### config.mk
export PLATFORM = sky130hd
export DESIGN_NAME = supply_fault_response
export DESIGN_NICKNAME = d
export VERILOG_FILES = /design/src/hw/sfr_pkg.sv /design/src/hw/excursion_filter.sv /design/src/hw/supply_fault_response.sv
export VERILOG_INCLUDE_DIRS = /design/src /design/src/hw
export SDC_FILE = /design/constraint.sdc
export NUM_CORES = 1
export LEC_CHECK = 0
export ABC_AREA = 1
export BUFFER_PORTS_ARGS = -buffer_cell sky130_fd_sc_hd__buf_2
export CAP_MARGIN = 0
export CORE_MARGIN = 5
export CORE_UTILIZATION = 38
export CTS_BUF_LIST = sky130_fd_sc_hd__clkbuf_4 sky130_fd_sc_hd__clkbuf_8
export DETAILED_ROUTE_END_ITERATION = 6
export SLEW_MARGIN = 10
export SYNTH_ARGS = -nofsm -noshare
export SYNTH_HDL_FRONTEND = slang
export SYNTH_SLANG_ARGS = --single-unit
### constraint.sdc
create_clock -name clk_i -period 4.7 [get_ports clk_i]
set_input_delay 0.47 -clock clk_i [delete_from_list [all_inputs] [get_ports clk_i]]
set_output_delay 0.47 -clock clk_i [all_outputs]
set_load 0.02 [all_outputs]
### src/hw/sfr_map.svh
// Purpose: Offsets, field positions, masks and timing figures for the fault response block
// Assumes: Included by its bare name
// Notes: Definitions only
`ifndef SFR_MAP_SVH
`define SFR_MAP_SVH
`define SFR_CFG_ADDR 8'hD9
`define SFR_CFG_RESET 32'h0000_0000
`define SFR_CFG_WMASK 32'h0707_F7FF
`define SFR_FOLLOW_LSB 24
`define SFR_DRIVE_LSB 16
`define SFR_NVLOG_BIT 15
`define SFR_GLOBAL_BIT 14
`define SFR_FILT_LSB 12
`define SFR_ALARM_LSB 8
`define SFR_OT_LSB 6
`define SFR_TON_LSB 4
`define SFR_UV_LSB 2
`define SFR_OVC_LSB 0
`define SFR_SEL_SEQ 6'h10
`define SFR_SEL_VMON 6'h20
`define SFR_SEL_IMON 6'h22
`define SFR_FIRST_FIXED_GLOBAL 12
`define SFR_CLK_PERIOD_NS 25
`define SFR_TICK_US 1000
`define SFR_FILT_EXTRA 3'h2
`endif

### src/hw/sfr_pkg.sv
// Purpose: Shared types of the fault response block
// Assumes: Nothing
// Notes: Used by scope, never imported
package sfr_pkg;
  typedef enum logic [1:0] {
    ACT_NONE = 2'b00,
    ACT_LATCH = 2'b01,
    ACT_RETRY = 2'b10,
    ACT_CONTINUE = 2'b11
  } action_t;
  typedef enum logic [1:0] {
    SUP_OFF = 2'b00,
    SUP_ON = 2'b01,
    SUP_DRAIN = 2'b10
  } supply_state_t;
  // Fault type index, also the log and status bit order
  typedef enum logic [2:0] {
    FT_OV = 3'h0,
    FT_OC = 3'h1,
    FT_UV = 3'h2,
    FT_SEQ = 3'h3,
    FT_OT = 3'h4
  } fault_type_t;
endpackage

### src/hw/excursion_filter.sv
// Purpose: Persistence filter for one limit excursion
// Assumes: tick_i is a one-cycle pulse every millisecond
// Notes: Partial first tick is counted, so one extra tick keeps a window from being short
`timescale 1ns/1ps
`include "sfr_map.svh"
module excursion_filter (
  input wire logic clk_i,
  input wire logic reset_i,
  input wire logic tick_i,
  input wire logic [1:0] sel_i,
  input wire logic raw_i,
  output logic fault_o
);
  logic [2:0] cnt_r;
  logic [2:0] need;

  // Code 01 needs 2 ms, so 3 ticks guarantee it whatever the phase
  assign need = 3'(sel_i) + `SFR_FILT_EXTRA;

  // Count ticks while the excursion lasts, restart on any gap
  always_ff @(posedge clk_i or posedge reset_i) begin
    if (reset_i) begin
      cnt_r <= 3'h0;
    end else if (!raw_i) begin
      cnt_r <= 3'h0;
    end else if (tick_i && cnt_r != need) begin
      cnt_r <= cnt_r + 3'h1;
    end
  end

  // Registered decision
  always_ff @(posedge clk_i or posedge reset_i) begin
    if (reset_i) begin
      fault_o <= 1'b0;
    end else begin
      fault_o <= raw_i && (sel_i == 2'b00 || cnt_r == need);
    end
  end
endmodule

### src/hw/supply_fault_response.sv
// Purpose: Per-channel fault response: filters, actions, shared fault pins, supply enable
// Assumes: Inputs synchronous to clk_i; shared pins are active-low open drain
// Notes: Delays are counted in millisecond ticks from an internal divider
`timescale 1ns/1ps
`include "sfr_map.svh"
// Operation
// - Global channel follows only shared pins whose follow bit is set.
// - Followed pin asserted drops supply enable, at once or after turn-off delay.
// - Supply stays off until followed pins release and channel is fault-free.
// - Temperature fault is the OR of all enabled sensor faults.
// - Global channels use worst global response; latch or retry drives all global pins.
// - Local channel applies its own overtemperature response.
// - Before enabling or releasing pins, check OV, OC, OT with latch or retry.
// - Power-up timeout fault when power-good not reached within the time limit.
// - Log faults when log enable set, except those with no-action response.
// - Log each fault type once until clear-faults or reset.
// - OV monitored in voltage modes, OC in current mode, continuously.
// - Undervoltage suspended while off, resumes above power-good-on level.
// - Power-up time monitored only on sequencing channels during power-on.
// - Overtemperature monitored for every enabled sensor.
// - Unused register bits read as zero.
// - Each shared pin has its own drive enable; only enabled pins assert.
// - Scope bit: zero local, one global.
// - Filter code sets persistence: immediate, 2, 3 or 4 ms.
// - No filter on temperature or sequencing faults.
// - Four two-bit response fields: OT, timeout, UV, OV or OC.
// - UV and timeout ignored on current channels; timeout ignored on 12 to 15.
// - Local codes: retry off-wait-restart, latch off, continue with log, status only.
// - Global codes: retry drives pins then releases, latch drives and holds.
// - OV/OC/UV alarm follows condition; sequencing alarm held until clear or power off.
// - Every fault latches status and alerts when alerting is enabled.
module supply_fault_response #(
  parameter int CHANNEL_ID = 0,
  parameter int TICK_CYCLES = `SFR_TICK_US * 1000 / `SFR_CLK_PERIOD_NS
) (
  input wire logic clk_i,
  input wire logic reset_i,
  input wire logic [7:0] cmd_addr_i,
  input wire logic cmd_wr_i,
  input wire logic [31:0] cmd_wdata_i,
  output logic [31:0] cmd_rdata_o,
  input wire logic [5:0] channel_function_setup_i,
  input wire logic [4:0] temp_fault_i,
  input wire logic [4:0] temp_sensor_setup_i,
  input wire logic ov_excursion_i,
  input wire logic oc_excursion_i,
  input wire logic uv_excursion_i,
  input wire logic above_pgon_i,
  input wire logic power_good_i,
  input wire logic sequence_on_i,
  input wire logic power_off_i,
  input wire logic clear_faults_i,
  input wire logic alert_enable_i,
  input wire logic off_delay_select_i,
  input wire logic [15:0] turn_off_delay_i,
  input wire logic [15:0] retry_delay_setting_i,
  input wire logic [15:0] power_up_time_limit_i,
  input wire logic [1:0] global_ot_worst_i,
  input wire logic [2:0] global_drive_union_i,
  input wire logic [2:0] shared_fault_pin_n_i,
  output logic [2:0] shared_fault_pin_n_o,
  output logic [2:0] shared_fault_pin_oe_o,
  output logic supply_enable_out_o,
  output logic [4:0] status_o,
  output logic alert_o,
  output logic log_req_o,
  output logic [4:0] log_type_o,
  output logic alarm_o
);
  logic [31:0] cfg_r;
  logic [15:0] div_r;
  logic tick;
  sfr_pkg::supply_state_t sup_r;
  logic [15:0] drain_r, retry_r, ton_r;
  logic latch_r, retrying_r, uv_armed_r, pg_seen_r, seq_alarm_r;
  logic [4:0] flt_prev_r, logged_r;
  logic [4:0] flt, ev, act_live, to_log;
  logic [2:0] follow_en, drive_en, followed;
  logic vmode, imode, smode, is_global, nonvolatile_log_enable;
  logic ov_raw, oc_raw, uv_raw, ton_raw, ot_raw;
  logic ov_f, oc_f, uv_f, pin_hold, prefault, local_stop, off_req, retry_done;
  sfr_pkg::action_t act_ovc, act_uv, act_ton, act_ot;
  logic [4:0] stop_latch, stop_retry;

  // Field views of the configuration word
  assign follow_en = cfg_r[`SFR_FOLLOW_LSB +: 3];
  assign drive_en = cfg_r[`SFR_DRIVE_LSB +: 3];
  assign nonvolatile_log_enable = cfg_r[`SFR_NVLOG_BIT];
  assign is_global = cfg_r[`SFR_GLOBAL_BIT];
  assign vmode = channel_function_setup_i == `SFR_SEL_SEQ || channel_function_setup_i == `SFR_SEL_VMON;
  assign imode = channel_function_setup_i == `SFR_SEL_IMON;
  assign smode = channel_function_setup_i == `SFR_SEL_SEQ;

  // Configuration register; reserved bits are never stored, so they read zero
  always_ff @(posedge clk_i or posedge reset_i) begin
    if (reset_i) begin
      cfg_r <= `SFR_CFG_RESET;
    end else if (cmd_wr_i && cmd_addr_i == `SFR_CFG_ADDR) begin
      cfg_r <= cmd_wdata_i & `SFR_CFG_WMASK;
    end
  end
  assign cmd_rdata_o = cfg_r;

  // Millisecond tick divider
  always_ff @(posedge clk_i or posedge reset_i) begin
    if (reset_i) begin
      div_r <= 16'h0000;
    end else if (tick) begin
      div_r <= 16'h0000;
    end else begin
      div_r <= div_r + 16'h0001;
    end
  end
  assign tick = div_r == 16'(TICK_CYCLES - 1);

  // Response fields; ignored fields behave as status-only
  always_comb begin
    act_ovc = sfr_pkg::action_t'(cfg_r[`SFR_OVC_LSB +: 2]);
    act_uv = imode ? sfr_pkg::ACT_NONE : sfr_pkg::action_t'(cfg_r[`SFR_UV_LSB +: 2]);
    act_ton = (imode || CHANNEL_ID >= `SFR_FIRST_FIXED_GLOBAL) ? sfr_pkg::ACT_NONE
                : sfr_pkg::action_t'(cfg_r[`SFR_TON_LSB +: 2]);
    // Global channels share the worst global temperature response
    act_ot = is_global ? sfr_pkg::action_t'(global_ot_worst_i)
               : sfr_pkg::action_t'(cfg_r[`SFR_OT_LSB +: 2]);
  end
  assign act_live = {act_ot != sfr_pkg::ACT_NONE, act_ton != sfr_pkg::ACT_NONE, act_uv != sfr_pkg::ACT_NONE,
                     {2{act_ovc != sfr_pkg::ACT_NONE}}};

  // Raw conditions gated by the channel mode; temperature by the sensor setup only
  assign ov_raw = vmode && ov_excursion_i;
  assign oc_raw = imode && oc_excursion_i;
  assign uv_raw = vmode && uv_armed_r && uv_excursion_i;
  assign ot_raw = |(temp_fault_i & temp_sensor_setup_i);
  assign ton_raw = smode && sup_r == sfr_pkg::SUP_ON && !pg_seen_r
                   && ton_r >= power_up_time_limit_i;

  // One filter per limit; temperature and timeout bypass it
  excursion_filter u_ov_filt (.clk_i(clk_i), .reset_i(reset_i), .tick_i(tick),
    .sel_i(cfg_r[`SFR_FILT_LSB +: 2]), .raw_i(ov_raw), .fault_o(ov_f));
  excursion_filter u_oc_filt (.clk_i(clk_i), .reset_i(reset_i), .tick_i(tick),
    .sel_i(cfg_r[`SFR_FILT_LSB +: 2]), .raw_i(oc_raw), .fault_o(oc_f));
  excursion_filter u_uv_filt (.clk_i(clk_i), .reset_i(reset_i), .tick_i(tick),
    .sel_i(cfg_r[`SFR_FILT_LSB +: 2]), .raw_i(uv_raw), .fault_o(uv_f));
  assign flt = {ot_raw, ton_raw, uv_f, oc_f, ov_f};

  // Undervoltage arming and power-good tracking follow the supply
  always_ff @(posedge clk_i or posedge reset_i) begin
    if (reset_i) begin
      uv_armed_r <= 1'b0;
      pg_seen_r <= 1'b0;
    end else if (sup_r == sfr_pkg::SUP_OFF) begin
      uv_armed_r <= 1'b0;
      pg_seen_r <= 1'b0;
    end else begin
      uv_armed_r <= uv_armed_r || above_pgon_i;
      pg_seen_r <= pg_seen_r || power_good_i;
    end
  end

  // Power-up time counter, live only during the power-on phase
  always_ff @(posedge clk_i or posedge reset_i) begin
    if (reset_i) begin
      ton_r <= 16'h0000;
    end else if (sup_r != sfr_pkg::SUP_ON || pg_seen_r || !smode) begin
      ton_r <= 16'h0000;
    end else if (tick && ton_r != 16'hFFFF) begin
      ton_r <= ton_r + 16'h0001;
    end
  end

  // New faults are rising edges of the qualified conditions
  always_ff @(posedge clk_i or posedge reset_i) begin
    if (reset_i) begin
      flt_prev_r <= 5'h00;
    end else begin
      flt_prev_r <= flt;
    end
  end
  assign ev = flt & ~flt_prev_r;

  // Status bits are sticky; a new fault wins over a clear in the same cycle
  always_ff @(posedge clk_i or posedge reset_i) begin
    if (reset_i) begin
      status_o <= 5'h00;
      alert_o <= 1'b0;
    end else begin
      status_o <= (clear_faults_i ? 5'h00 : status_o) | ev;
      alert_o <= alert_enable_i && |ev;
    end
  end

  // Fault log requests, one per type until cleared
  assign to_log = nonvolatile_log_enable ? (ev & act_live & ~logged_r) : 5'h00;
  always_ff @(posedge clk_i or posedge reset_i) begin
    if (reset_i) begin
      logged_r <= 5'h00;
      log_req_o <= 1'b0;
      log_type_o <= 5'h00;
    end else begin
      logged_r <= (clear_faults_i ? 5'h00 : logged_r) | to_log;
      log_req_o <= |to_log;
      log_type_o <= to_log;
    end
  end

  // Which new faults ask for latch-off or retry
  always_comb begin
    stop_latch = {act_ot == sfr_pkg::ACT_LATCH, act_ton == sfr_pkg::ACT_LATCH,
                  act_uv == sfr_pkg::ACT_LATCH, {2{act_ovc == sfr_pkg::ACT_LATCH}}} & ev;
    stop_retry = {act_ot == sfr_pkg::ACT_RETRY, act_ton == sfr_pkg::ACT_RETRY,
                  act_uv == sfr_pkg::ACT_RETRY, {2{act_ovc == sfr_pkg::ACT_RETRY}}} & ev;
  end

  // Pre-enable check: present OV, OC or OT faults that stop the channel
  assign prefault = (ov_f || oc_f) && act_ovc inside {sfr_pkg::ACT_LATCH, sfr_pkg::ACT_RETRY}
                    || ot_raw && act_ot inside {sfr_pkg::ACT_LATCH, sfr_pkg::ACT_RETRY};

  // Latch-off holds until master power off; it outranks a pending retry
  always_ff @(posedge clk_i or posedge reset_i) begin
    if (reset_i) begin
      latch_r <= 1'b0;
    end else if (|stop_latch) begin
      latch_r <= 1'b1;
    end else if (power_off_i) begin
      latch_r <= 1'b0;
    end
  end

  // Retry wait; release only when no OV, OC or OT fault that stops the channel is present
  assign retry_done = retry_r >= retry_delay_setting_i;
  always_ff @(posedge clk_i or posedge reset_i) begin
    if (reset_i) begin
      retrying_r <= 1'b0;
      retry_r <= 16'h0000;
    end else if (|stop_retry) begin
      retrying_r <= 1'b1;
      retry_r <= 16'h0000;
    end else if (retrying_r && retry_done && !prefault) begin
      retrying_r <= 1'b0;
    end else if (retrying_r && tick && !retry_done) begin
      retry_r <= retry_r + 16'h0001;
    end
  end

  // Shared pins: global channels follow and drive, local ones do neither
  assign followed = is_global ? (follow_en & ~shared_fault_pin_n_i) : 3'h0;
  assign pin_hold = |followed;
  assign local_stop = !is_global && (latch_r || retrying_r);
  assign off_req = !sequence_on_i || pin_hold || local_stop;

  // Supply enable sequencing with optional turn-off delay
  always_ff @(posedge clk_i or posedge reset_i) begin
    if (reset_i) begin
      sup_r <= sfr_pkg::SUP_OFF;
      drain_r <= 16'h0000;
    end else begin
      unique case (sup_r)
        sfr_pkg::SUP_OFF: begin
          drain_r <= 16'h0000;
          if (sequence_on_i && !pin_hold && !local_stop && !prefault) begin
            sup_r <= sfr_pkg::SUP_ON;
          end
        end
        sfr_pkg::SUP_ON: begin
          if (off_req) begin
            sup_r <= off_delay_select_i ? sfr_pkg::SUP_DRAIN : sfr_pkg::SUP_OFF;
          end
        end
        sfr_pkg::SUP_DRAIN: begin
          if (drain_r >= turn_off_delay_i) begin
            sup_r <= sfr_pkg::SUP_OFF;
          end else if (tick) begin
            drain_r <= drain_r + 16'h0001;
          end
        end
        default: begin
          sup_r <= sfr_pkg::SUP_OFF;
        end
      endcase
    end
  end
  assign supply_enable_out_o = sup_r != sfr_pkg::SUP_OFF;

  // Pin drive; temperature faults on a global channel add every global pin
  always_ff @(posedge clk_i or posedge reset_i) begin
    if (reset_i) begin
      shared_fault_pin_oe_o <= 3'h0;
    end else if (is_global && (latch_r || retrying_r)) begin
      // Pins added by a temperature stop stay driven until that stop ends, not just while it lasts
      shared_fault_pin_oe_o <= drive_en
        | ((ot_raw ? 3'h7 : shared_fault_pin_oe_o) & global_drive_union_i);
    end else begin
      shared_fault_pin_oe_o <= 3'h0;
    end
  end
  assign shared_fault_pin_n_o = 3'h0;

  // Alarm: level alarms follow the condition, sequencing alarm is held
  always_ff @(posedge clk_i or posedge reset_i) begin
    if (reset_i) begin
      seq_alarm_r <= 1'b0;
      alarm_o <= 1'b0;
    end else begin
      seq_alarm_r <= ton_raw || (seq_alarm_r && !clear_faults_i && !power_off_i);
      unique case (cfg_r[`SFR_ALARM_LSB +: 3])
        3'h1: alarm_o <= ton_raw || seq_alarm_r;
        3'h2, 3'h3: alarm_o <= uv_f;
        3'h4, 3'h5: alarm_o <= ov_f || oc_f;
        3'h6, 3'h7: alarm_o <= uv_f || ov_f || oc_f;
        3'h0: alarm_o <= 1'b0;
      endcase
    end
  end
endmodule

# Word level (Yosys, flattened, before mapping)
# Index checks and enable logic that the tools add are counted.
[word_totals]
regBits = 130
inputBits = 125
elab_cells = 208
[classes]
add_sub_neg = 8
order_cmp = 3
eq_ne = 39
mux = 36
n_bitwise = 14
n_reduce_logical = 83
[ops]
columns = ["operator", "n"]
rows = [
  ["$mux W16", 8],
  ["$add A16 B1 Y16 const B", 4],
  ["$ge A16 B16 Y1", 3],
  ["$pmux W16 S2", 1],
  ["$and A5 B5 Y5", 6],
  ["$logic_and A1 B1 Y1", 29],
  ["$mux W3", 9],
  ["$reduce_or A5 Y1", 5],
  ["$reduce_bool A2 Y1", 12],
  ["$logic_or A1 B1 Y1", 17],
  ["$eq A16 B16 Y1 const B", 1],
  ["$ne A16 B16 Y1 const B", 1],
  ["$ne A2 B2 Y1 const B", 8],
  ["$mux W5", 3],
  ["$mux W2", 7],
  ["$eq A3 B3 Y1 const B", 4],
  ["$eq A6 B6 Y1 const B", 2],
  ["$eq A2 B1 Y1 const B", 5],
  ["$eq A2 B2 Y1 const B", 5],
  ["$logic_not A1 Y1", 10],
  ["$not A5 Y5", 2],
  ["$or A5 B5 Y5", 2],
  ["$add A3 B1 Y3 const B", 3],
  ["$eq A3 B3 Y1", 3],
  ["other kinds (19)", 33],
]

# Logic depth before layout (Yosys ltp)
# Gate-level depths: netlist of the first run.
[depth]
depth_word = 10
depth_mapped = 16
ltp_nobuf = 16

# Modules after synthesis
# From an unflattened synthesis of the first run, not the netlist that was laid out.
[unflattened]
hier_cells = 1083
hier_area_um2 = 8466.9
[modules_own_cells]
columns = ["mod", "instances", "cells_per_inst", "area_each_um2", "seq_area_each_um2"]
rows = [
  ["supply_fault_response", 1, 987, 7738.7, 2952.8],
  ["excursion_filter", 3, 32, 242.7, 100.1],
]

# Least setup slack after synthesis of the first run
# OpenSTA, ideal clock, no wires.
[synth_timing]
kind = "input to register"
from = "input retry_delay_setting_i[13]"
to = "register retry_r[4]"
arrival_time_ns = 1.796
path_slack_ns = 2.785
path_stages = 10
path_buffers = 0
path_cell_list = "inv_1 -> ha_1 -> a21oi_1 -> o21ai_0 -> a21oi_1 -> nand3_1 -> nor2_4 -> nand3_1 -> nand3_1 -> nor2_1"
[synth_between]
elab_chain_len = 5
[synth_rtl]
columns = ["element", "line", "rtl"]
rows = [
  ["start: declaration", "supply_fault_response.sv:56", "input wire logic [15:0] retry_delay_setting_i,"],
  ["$ge A16 B16 Y1 (*)", "supply_fault_response.sv:230", "assign retry_done = retry_r >= retry_delay_setting_i;"],
  ["$logic_and A1 B1 Y1 or $logic_not A1 Y1 (tied branches)", "supply_fault_response.sv:238, supply_fault_response.sv:240", ""],
  ["$logic_and A1 B1 Y1, on equally long branches", "supply_fault_response.sv:238, supply_fault_response.sv:240", ""],
  ["$ne A2 B2 Y1 (no source line) or $reduce_bool A2 Y1 (tied branches)", "n/a", ""],
  ["$reduce_and A2 Y1 (no source line) (*)", "n/a", ""],
  ["end signal: assignment", "supply_fault_response.sv:241", "retry_r <= retry_r + 16'h0001;"],
  ["end: declaration", "supply_fault_response.sv:74", "logic [15:0] drain_r, retry_r, ton_r;"],
]
# Every way passes the cells marked *; elsewhere a longest branch is shown, timed or not.
# A chain may end at the register's enable or synchronous reset.

# Worst setup path after layout of the first run
[layout_timing]
from = "register retry_r[9]"
to = "register retry_r[8]"
[layout_between]
elab_chain_len = 5
[layout_rtl]
columns = ["element", "line"]
rows = [
  ["$ge A16 B16 Y1 (*)", "supply_fault_response.sv:230"],
  ["$logic_and A1 B1 Y1 or $logic_not A1 Y1 (tied branches)", "supply_fault_response.sv:238, supply_fault_response.sv:240"],
  ["$logic_and A1 B1 Y1, on equally long branches", "supply_fault_response.sv:238, supply_fault_response.sv:240"],
  ["$ne A2 B2 Y1 (no source line) or $reduce_bool A2 Y1 (tied branches)", "n/a"],
  ["$reduce_and A2 Y1 (no source line) (*)", "n/a"],
]
# Marked as above.

==> metrics.txt, run 1 <==
GRT Util Overall 0.1552; post_cts resized 0; final instance area around 9500 um2; die extent in y approximately 160 um; status finished, final reports clean; die area approximately 24000 um2; Clk pin slew, worst setup/hold paths 0.08 ns; post-route ant nets 0; leakage ~5.2 nW; Max-cap violations 0; Worst setup EP type flip-flop; gp weighted congestion roughly 0.80; placed instance area about 9100 um2; Yosys top cell area share 0.4010; Final Hold Viols 0; yosys warns 0; largest net degree at the start of global routing between 60 and 70; Yosys top cell by area dfrtp_1; TritonRoute pass-1 iters 5; most used flip-flop cell after synthesis dfrtp_1; Worst EP required about 5 ns; fillers around 2100; remaining global-route overflow 0; initial antenna violation count 0; vias in the first global route 6678; commonest non-fill, non-tap cells in the layout 205 x nand2_1, 170 x inv_1, 151 x buf_2; FF+latch count, synth 130; First DRT Iteration DRCs between 200 and 300; layout cell share with drive strength beyond 1 0.2047; pwr/cell area about 260 nW/um2; final-report setup violation count 0; final setup TNS 0 ns; RSZ-0062 raised after global routing no; Setup Fix Bufs, Post-CTS 0; DRC 0; root buf cell clkbuf_8; Row Count 53; io pins approximately 180; Syn Inst Count between 1000 and 1500; clock power share 0.387; Crit Path Category flip-flop to flip-flop; drt wl/cell approximately 13 um; DR vias between 6000 and 7000; DP Wirelength about 15 mm; most common cell after layout, fill and taps aside nand2_1; die width around 160 um; Max Root-Sink Buffers 2; I/O Buffers approximately 150; clock sinks 130; Max Clk Rate a little over 400 MHz; Net Sw Frac 0.3025; pre-CTS WS 2.114 ns; final worst slack between 2 and 2.5 ns; antenna cells 0; syn_area_per_cell around 8 um2; Clk Latency, worst-skew pair approximately 0.44 ns; P_int 1.757 mW; Synth area leaders dfrtp_1 40%, ha_1 9.9%, nand2_1 9.5%; CTS tree built; switching power about 0.76 mW; core area roughly 21000 um2; Global Route met2 Usage 0.2618; post-synthesis cell area between 8000 and 9000 um2; Area Growth Syn to Fin 17.52%; arrival time worst endpoint between 2 and 3 ns; first-pass GRT wire length 31.10 mm; H-tree Lvls 4; sequential fraction of the synthesis area 0.4010; Reg power frac 0.467; crit path max fanout 9; distinct cell type count after synthesis 47; Initial Utilization 0.3859; hold crit path type primary input to asynchronous set/reset pin; Gate power share 0.145; share of the clock period used by the worst path 0.5165; Final #Nets between 1000 and 1500; Post-synth EDFFs 0; drt via density between 4 and 5; Worst-Margin Slew 1.109 ns; met1 usage 0.2049; GR peak layer met2; Async SR Flop Fraction 1.000; Post-CTS Hold Buffers 0; CTS Buf Count 17; Critical Path Start Type flip-flop; VDD IR max roughly 0.18 mV; Worst Clk Skew between 0.015 and 0.02 ns; relative max-transition margin 0.2587; met3 GRT Util 0.03883; Tmin final 2.427 ns; Max Slew Vio Count 0; PnR Total Power 2.519 mW; Post-Route WL around 19 mm
-- worst paths after layout --
kind | end | slack [ns] | cells after the start | start
setup / recovery | retry_r[8] | 2.27 | 10 | retry_r[9]
hold / removal | retry_r[0] | 0.21 | 2 | reset_i
setup reg to reg | retry_r[8] | 2.27 | 10 | retry_r[9]
hold reg to reg | flt_prev_r[0] | 0.37 | 0 | u_ov_filt.fault_o
max in group asynchronous | retry_r[5] | 3.49 | 3 | reset_i
min in group clk_i | pg_seen_r | 0.25 | 3 | power_good_i
-- flip-flops by register name, summed over array words and instances (netlist names), 2 cells and up --
| register | cells |
|---|---|
| u_uv_filt.cnt_r | 3 |
| u_oc_filt.cnt_r | 3 |
| retry_r | 16 |
| logged_r | 5 |
| flt_prev_r | 5 |
| status_o | 5 |
| sup_r | 2 |
| shared_fault_pin_oe_o | 3 |
| u_ov_filt.cnt_r | 3 |
| drain_r | 16 |
| div_r | 16 |
| log_type_o | 5 |
| cmd_rdata_o | 21 |
| ton_r | 16 |
-- worst max-delay path, stage by stage (launching register included) --
cell and delay [ns]:
dfrtp_1 0.44, ha_1 0.32, nand4_1 0.10, nor3_1 0.41, nand3_1 0.35, nand4_4 0.27
clkinv_2 0.17, nand2_1 0.09, nand2_1 0.05, nand2_1 0.05, nor2_1 0.04
-- routing by layer --
layer  wire (um)  vias up
li1            -     3618
met1        8737     3183
met2        8822      125
met3         949        5
met4         102        0
met5           0        -
-- final cells by class --
type	count	area [um2]	area share
clock buffer	19	249.0	0.02612
clock inverter	13	148.9	0.01562
inverter	181	683.2	0.07166
multi-input combinational	705	4076	0.4276
sequential	130	3253	0.3413
tap	275	344.1	0.03609
timing repair buffer	154	778.2	0.08164
-- power groups by stage --
| stage | clock [mW] | combinational [mW] | sequential, mW |
|---|---|---|---|
| 2_1_floorplan | 0 | 0.250 | 1.21 |
| 3_3_place_gp | 0 | 0.367 | 1.20 |
| 4_1_cts | 1.00 | 0.373 | 1.18 |
| 3_5_place_dp | 0 | 0.371 | 1.20 |
| 6_report | 0.976 | 0.366 | 1.18 |
| 5_1_grt | 1.06 | 0.417 | 1.18 |
-- metrics by stage --
stage	instances	util	hold slack, ns
after floorplan	1037	-	0.3537
after global placement	1445	0.4346	0.3589
after detailed placement	1445	0.4346	0.3618
after CTS	1477	0.4535	0.2193
after global routing	1477	0.4535	0.2127
final	1477	0.4535	0.2100
-- cell families (layout without fill, tap and decap cells) --
family	count (synthesis)	after routing	share of synthesized area
compound gates	124	124	0.08530
xor+xnor	27	27	0.02915
fa+ha+maj	64	64	0.09872
buf+inv	202	367	0.1024
flops	130	130	0.4010
mux	21	21	0.02915
other cells	1	14	0.0004623
simple gates	455	455	0.2537
-- cells in the mapped netlist, types with 7 or more instances --
library cell	instances
o21ai_0	40
mux2_2	21
a21oi_1	50
nor3_1	20
nand3_1	59
nor2_1	105
nand4_1	27
nor4_1	7
dfrtp_1	130
nand2_1	205
xor2_1	23
o21ai_1	11
inv_1	171
buf_4	14
ha_1	64
No activity file was read; power rests on OpenSTA's default activity.
==> run 2: changes to the inputs <==
--- a/config.mk
+++ b/config.mk
@@ -6,7 +6,7 @@
 export SDC_FILE = /design/constraint.sdc
 export NUM_CORES = 1
 export LEC_CHECK = 0
-export ABC_AREA = 1
+export ABC_AREA = 0
 export BUFFER_PORTS_ARGS = -buffer_cell sky130_fd_sc_hd__buf_2
 export CAP_MARGIN = 0
 export CORE_MARGIN = 5
==> constraint.sdc (replaced) <==
create_clock -name clk_i -period 2 [get_ports clk_i]
set_input_delay 0.2 -clock clk_i [delete_from_list [all_inputs] [get_ports clk_i]]
set_output_delay 0.2 -clock clk_i [all_outputs]
set_load 0.02 [all_outputs]
==> metrics.txt, run 2 <==
arrival time worst endpoint 2.76 ns (+0.02 ns); Max Clk Rate 421.4 MHz (+2.3%); CTS Buf Count 17 (unchanged); launch point of the worst path drain_r[13]; drt via density 4.982 (+6.2%); DRC 0 (unchanged); Worst Clk Skew 0.01630 ns (-0.0008944 ns); final setup TNS -9.199 ns (-9.199 ns); share of the clock period used by the worst path 1.186 (+0.6699); max reg flops 21 (unchanged); relative max-transition margin 0.6582 (+0.3995); Syn Inst Count 809 (-21%); final-report setup violation count 51 (+51); DR vias 7039 (+1.6%); status finished, violations left; Initial Utilization 0.3839 (-0.001999); yosys warns 0 (unchanged); post-synthesis mux area share 0.03232 (+0.003167); failing checks setup timing; Synth Area in Compound Gates 0.1456 (+0.06030); area share of fa/ha/maj cells after synthesis 0.1034 (+0.004706); Worst Setup EP drain_r[15]; gp weighted congestion 0.7999 (about the same); post-route ant nets 0 (unchanged); die area 23330 um2 (-4.3%); Clk Latency, worst-skew pair 0.45 ns (about the same); DP Wirelength 15.33 mm (+4.8%); Yosys top cell by area dfrtp_1; I/O Buffers 151 (unchanged); Global Route met2 Usage 0.3085 (+0.04678); commonest non-fill, non-tap cells in the layout 151 x buf_2, 130 x dfrtp_1, 124 x buf_4; top cells by count, synth 130 x dfrtp_1, 75 x inv_1, 64 x ha_1; core area 20170 um2 (-4.1%); PnR Total Power 6.502 mW (+160%); FF-to-FF path depth 8 (-2); VDD IR max 0.4933 mV (+180%); syn_area_per_cell 9.570 um2 (+21%); distinct cell type count after synthesis 68 (+45%); Clk pin slew, worst setup/hold paths 0.09 ns (about the same); reg2reg end drain_r[15]; die extent in y 152.7 um (-2.2%); io pins 177 (unchanged); Async SR Flop Fraction 1.000 (unchanged); drt wl/cell 14.93 um (+18%); min-delay src clear_faults_i; initial antenna violation count 0 (unchanged); RSZ-0062 raised after global routing yes; reg-to-reg startpoint drain_r[13]; clock sinks 130 (unchanged); Worst setup EP type flip-flop; Crit Path Category flip-flop to flip-flop; most used flip-flop cell after synthesis dfrtp_1; crit path max fanout 32 (+23); met1 usage 0.2296 (+0.02470); leakage 5.505 nW (+6.3%); pwr/cell area 585.9 nW/um2 (+120%); remaining global-route overflow 0 (unchanged); GR peak layer met2; Yosys top cell area share 0.4202 (+0.01912); Worst-Margin Slew 0.5105 ns (-0.5982 ns); layout cell share with drive strength beyond 1 0.3920 (+0.1873); largest family of logic cells by synthesized area simple AND/OR/NAND/NOR gates; first-pass GRT wire length 35.16 mm (+13%); TritonRoute pass-1 iters 4 (-1); Critical Path Start Type flip-flop; Post-Route WL 21.09 mm (+13%); Max-cap violations 0 (unchanged); met3 GRT Util 0.04828 (+0.009447); largest net degree at the start of global routing 76 (+12%); FF+latch count, synth 130 (unchanged); Row Count 52 (-1.9%); XOR/XNOR Fraction of Synth Area 0.03507 (+0.005915); Final #Nets 1319 (-4.3%); Worst EP required 2.38 ns (-2.63 ns); Final Hold Viols 0 (unchanged); Tmin final 2.373 ns (-0.05456 ns); post-synthesis cell area 7742 um2 (-4.6%); final worst slack -0.3728 ns (-2.645 ns); die width 152.7 um (-2.2%); GRT Util Overall 0.1822 (+0.02701); Worst R2R Setup Slack -0.37 ns (-2.65 ns); Max Root-Sink Buffers 2 (unchanged); vias in the first global route 7181 (+7.5%); H-tree Lvls 4 (unchanged); Synth area leaders dfrtp_1 42%, ha_1 10%, inv_1 3.6%; root buf cell clkbuf_8; top-count cell post-synth dfrtp_1; Post-synth EDFFs 0 (unchanged); Max Slew Vio Count 0 (unchanged); CTS tree built; antenna cells 0 (unchanged); sequential fraction of the synthesis area 0.4202 (+0.01912); hold crit path type primary input to flip-flop; Area Growth Syn to Fin 43.34%; First DRT Iteration DRCs 261 (-12%); Post-Synth Simple-Gate Area 0.1986 (-0.05513); most common cell after layout, fill and taps aside buf_2
## run 2: changes by cell type after synthesis, moves of 13 or more
cell | previous run | this run
a21o_1 | 4 | 17
nand3_1 | 59 | 34
xnor2_1 | 4 | 18
or3_1 | 0 | 25
nor2_1 | 105 | 50
nand2b_1 | 0 | 13
inv_1 | 171 | 75
and3_1 | 2 | 20
clkbuf_1 | 0 | 13
nand2_1 | 205 | 51
## run 2: worst min-delay path by stage
stage / endpoint / slack, ns / cells after the start
after global placement: flt_prev_r[1] / 0.19 / 2
after detailed placement: flt_prev_r[1] / 0.19 / 2
after global routing: status_o[3] / 0.01 / 2
final: logged_r[3] / 0.04 / 2
after CTS: sup_r[0] / 0.01 / 3
after floorplan: logged_r[3] / 0.30 / 1
## run 2: power breakdown
| group | switching (mW) | total (mW) | leakage (nW) | internal [mW] |
|---|---|---|---|---|
| sequential | 0.110 | 2.86 | 1.74 | 2.75 |
| combinational | 0.764 | 1.40 | 3.57 | 0.633 |
| clock | 1.20 | 2.25 | 0.196 | 1.05 |
| total | 2.07 | 6.50 | 5.50 | 4.43 |
## run 2: critical path: stages, from the launching register on
cell and delay (ns):
dfrtp_1 0.39, ha_1 0.31, a21o_1 0.16, a21o_1 0.18
a2111oi_4 0.32, o221ai_2 0.18, buf_12 0.19, or4_1 0.42
a21oi_2 0.14
## run 2: area by class of cell
type,instances,area [um2]
Multi-Input combinational cell,583,4579
Sequential cell,130,3253
Clock buffer,18,247.7
Inverter,75,285.3
Clock inverter,14,142.6
Fill cell,1831,9071
Tap cell,270,337.8
Timing Repair Buffer,323,2252
## run 2: timing repair
item | in CTS | in global routing
gates resized for setup | 59 | 44
gates cloned | 1 | 0
endpoints found under the hold margin | 38 | 0
hold buffers | 28 | 0
pin swaps | 26 | 22
setup buffers | 12 | 7
endpoints found under the setup margin | 55 | 63
## run 2: through the flow
step,utilization,instances,instance area [um2],setup WS (ns),hold WS (ns)
3_3_place_gp,0.4861,1335,9804,-0.2724,0.1928
2_1_floorplan,-,822,7948,-0.2283,0.2990
5_1_grt,0.5502,1413,11100,-0.4997,0.009504
3_5_place_dp,0.4861,1335,9804,-0.3758,0.1929
4_1_cts,0.5392,1408,10880,-0.3580,0.009941
6_report,0.5502,1413,11100,-0.3728,0.03646
## run 2: logic make-up (layout without fill, tap and decap cells)
logic type,after synthesis,count (layout)
and+or+nand+nor,277,277
AOI/OAI and AO/OA,174,174
DFF,130,130
buffers and inverters,109,430
adders and majority gates,64,64
xor gates and xnor gates,31,31
muxes,23,23
other,1,14
## run 2: layer usage
| metal | share of wire | wire, um |
|---|---|---|
| met1 | 0.44 | 9181 |
| met2 | 0.49 | 10420 |
| met3 | 0.052 | 1103 |
| met4 | 0.018 | 387 |
| met5 | 0 | 0 |
==> run 3: changes to the inputs <==
==> constraint.sdc (replaced) <==
create_clock -name clk_i -period 2 [get_ports clk_i]
set_input_delay 0.4 -clock clk_i [delete_from_list [all_inputs] [get_ports clk_i]]
set_output_delay 0.4 -clock clk_i [all_outputs]
set_load 0.02 [all_outputs]
==> metrics.txt, run 3 (synthesis results as in run 2) <==
max reg flops 21 (unchanged); final worst slack -0.3142 ns (+0.05853 ns); core area 20170 um2 (unchanged); remaining global-route overflow 0 (unchanged); drt via density 4.940 (-0.84%); I/O Buffers 151 (unchanged); reg-to-reg startpoint drain_r[13]; Post-CTS Hold Buffers 0 (-100%); GRT Util Overall 0.1767 (-0.005572); Gate power share 0.216 (about the same); Worst-Margin Slew 0.5494 ns (+0.03893 ns); Clk pin slew, worst setup/hold paths 0.08 ns (about the same); DR vias 6906 (-1.9%); DRC 0 (unchanged); Worst R2R Setup Slack -0.31 ns (+0.06 ns); P_int 4.513 mW (+1.8%); PnR Total Power 6.473 mW (-0.45%); relative max-transition margin 0.6321 (-0.02607); first-pass GRT wire length 34.01 mm (-3.3%); Net Sw Frac 0.3028 (-0.01552); die area 23330 um2 (unchanged); DP Wirelength 15.60 mm (+1.7%); First DRT Iteration DRCs 279 (+6.9%); Max Clk Rate 432.1 MHz (+2.5%); Area Growth Syn to Fin 43.33% (about the same); antenna cells 0 (unchanged); Critical Path Start Type flip-flop; Max-cap violations 0 (unchanged); failing checks setup timing; reg2reg end drain_r[8]; Initial Utilization 0.3839 (unchanged); pre-CTS WS -0.4935 ns (-0.1177 ns); crit path max fanout 32 (unchanged); CTS tree built; root buf cell clkbuf_8; vias in the first global route 6865 (-4.4%); pwr/cell area 583.3 nW/um2 (-0.44%); fillers 1826 (-0.27%); Worst EP required 2.38 ns (about the same); Worst Clk Skew 0.01264 ns (-0.003660 ns); final setup TNS -7.478 ns (+1.722 ns); switching power 1.960 mW (-5.3%); share of the clock period used by the worst path 1.157 (-0.02927); leakage 5.453 nW (-0.93%); Reg power frac 0.442 (+0.002); io pins 177 (unchanged); gp weighted congestion 0.8071 (+0.90%); clock power share 0.341 (-0.005); Final #Nets 1305 (-1.1%); clock sinks 130 (unchanged); RSZ-0062 raised after global routing yes; Post-Route WL 20.89 mm (-0.95%); drt wl/cell 14.94 um (+0.11%); Tmin final 2.314 ns (-0.05853 ns); Row Count 52 (unchanged); final-report setup violation count 44 (-14%); initial antenna violation count 0 (unchanged); largest net degree at the start of global routing 66 (-13%); Max Slew Vio Count 0 (unchanged); VDD IR max 0.3793 mV (-23%); Max Root-Sink Buffers 2 (unchanged); Crit Path Category flip-flop to flip-flop; commonest non-fill, non-tap cells in the layout 151 x buf_2, 137 x buf_4, 127 x dfrtp_1; post-route ant nets 0 (unchanged); die width 152.7 um (unchanged); layout cell share with drive strength beyond 1 0.4300 (+0.03801); Final Hold Viols 0 (unchanged); arrival time worst endpoint 2.69 ns (-0.07 ns); FF-to-FF path depth 8 (unchanged); TritonRoute pass-1 iters 5 (+1); CTS Buf Count 17 (unchanged); die extent in y 152.7 um (unchanged); Worst setup EP type flip-flop; hold crit path type primary input to asynchronous set/reset pin; Clk Latency, worst-skew pair 0.45 ns (about the same); H-tree Lvls 4 (unchanged); most common cell after layout, fill and taps aside buf_2; hold_ws 0.04726 ns (+0.01079 ns); status finished, violations left
[run 3: power groups by stage]
stage	Clock (mW)	Sequential [mW]	Combinational, mW
5_1_grt	2.40	2.88	1.54
3_3_place_gp	0	2.89	1.16
4_1_cts	2.29	2.86	1.30
6_report	2.21	2.86	1.40
3_5_place_dp	0	2.90	1.17
2_1_floorplan	0	2.93	0.632
[run 3: area by class of cell]
type	instances	area, um2	area share
multi-input combinational	583	4742	0.4273
inverter	75	285.3	0.02571
clock buffer	19	249.0	0.02244
sequential	130	3257	0.2935
clock inverter	12	136.4	0.01229
timing repair buffer	309	2090	0.1883
tap	270	337.8	0.03044
[run 3: layer usage]
layer,track usage,vias up,share of wire
li1,-,3488,-
met3,0.03891,24,0.040
met2,0.2932,144,0.49
met4,0.04837,0,0.014
met5,0,-,0
met1,0.2341,3250,0.45
[run 3: worst max-delay path by stage]
| stage | from | to | slack (ns) | cells after the start |
|---|---|---|---|---|
| global route | drain_r[13] | drain_r[8] | -0.43 | 8 |
| finish | drain_r[13] | drain_r[8] | -0.31 | 8 |
| global placement | channel_function_setup_i[0] | retry_r[14] | -0.41 | 8 |
| CTS | drain_r[13] | drain_r[8] | -0.34 | 8 |
| detailed placement | power_up_time_limit_i[11] | retry_r[12] | -0.49 | 10 |
| floorplan | channel_function_setup_i[0] | retry_r[8] | -0.26 | 9 |
[run 3: per-stage QoR]
step	utilization	area, um2	instances
after global routing	0.5502	11100	1398
after CTS	0.5301	10690	1391
after floorplan	-	7890	822
final	0.5502	11100	1398
after detailed placement	0.4883	9848	1346
after global placement	0.4883	9848	1346
[run 3: repair_timing]
action | 4_1_cts | 5_1_grt
setup endpoints to repair | 54 | 62
resized for setup | 66 | 76
pin swaps | 31 | 48
buffers inserted | 12 | 8
cloned | 2 | 0
[run 3: critical path, cell delays in order (launching register included)]
cell and delay, ns:
dfrtp_1 0.43, ha_4 0.26, a21o_1 0.17, a21o_1 0.19
a2111oi_4 0.30, o221ai_2 0.17, buf_12 0.19, or4_1 0.42
a21oi_2 0.12
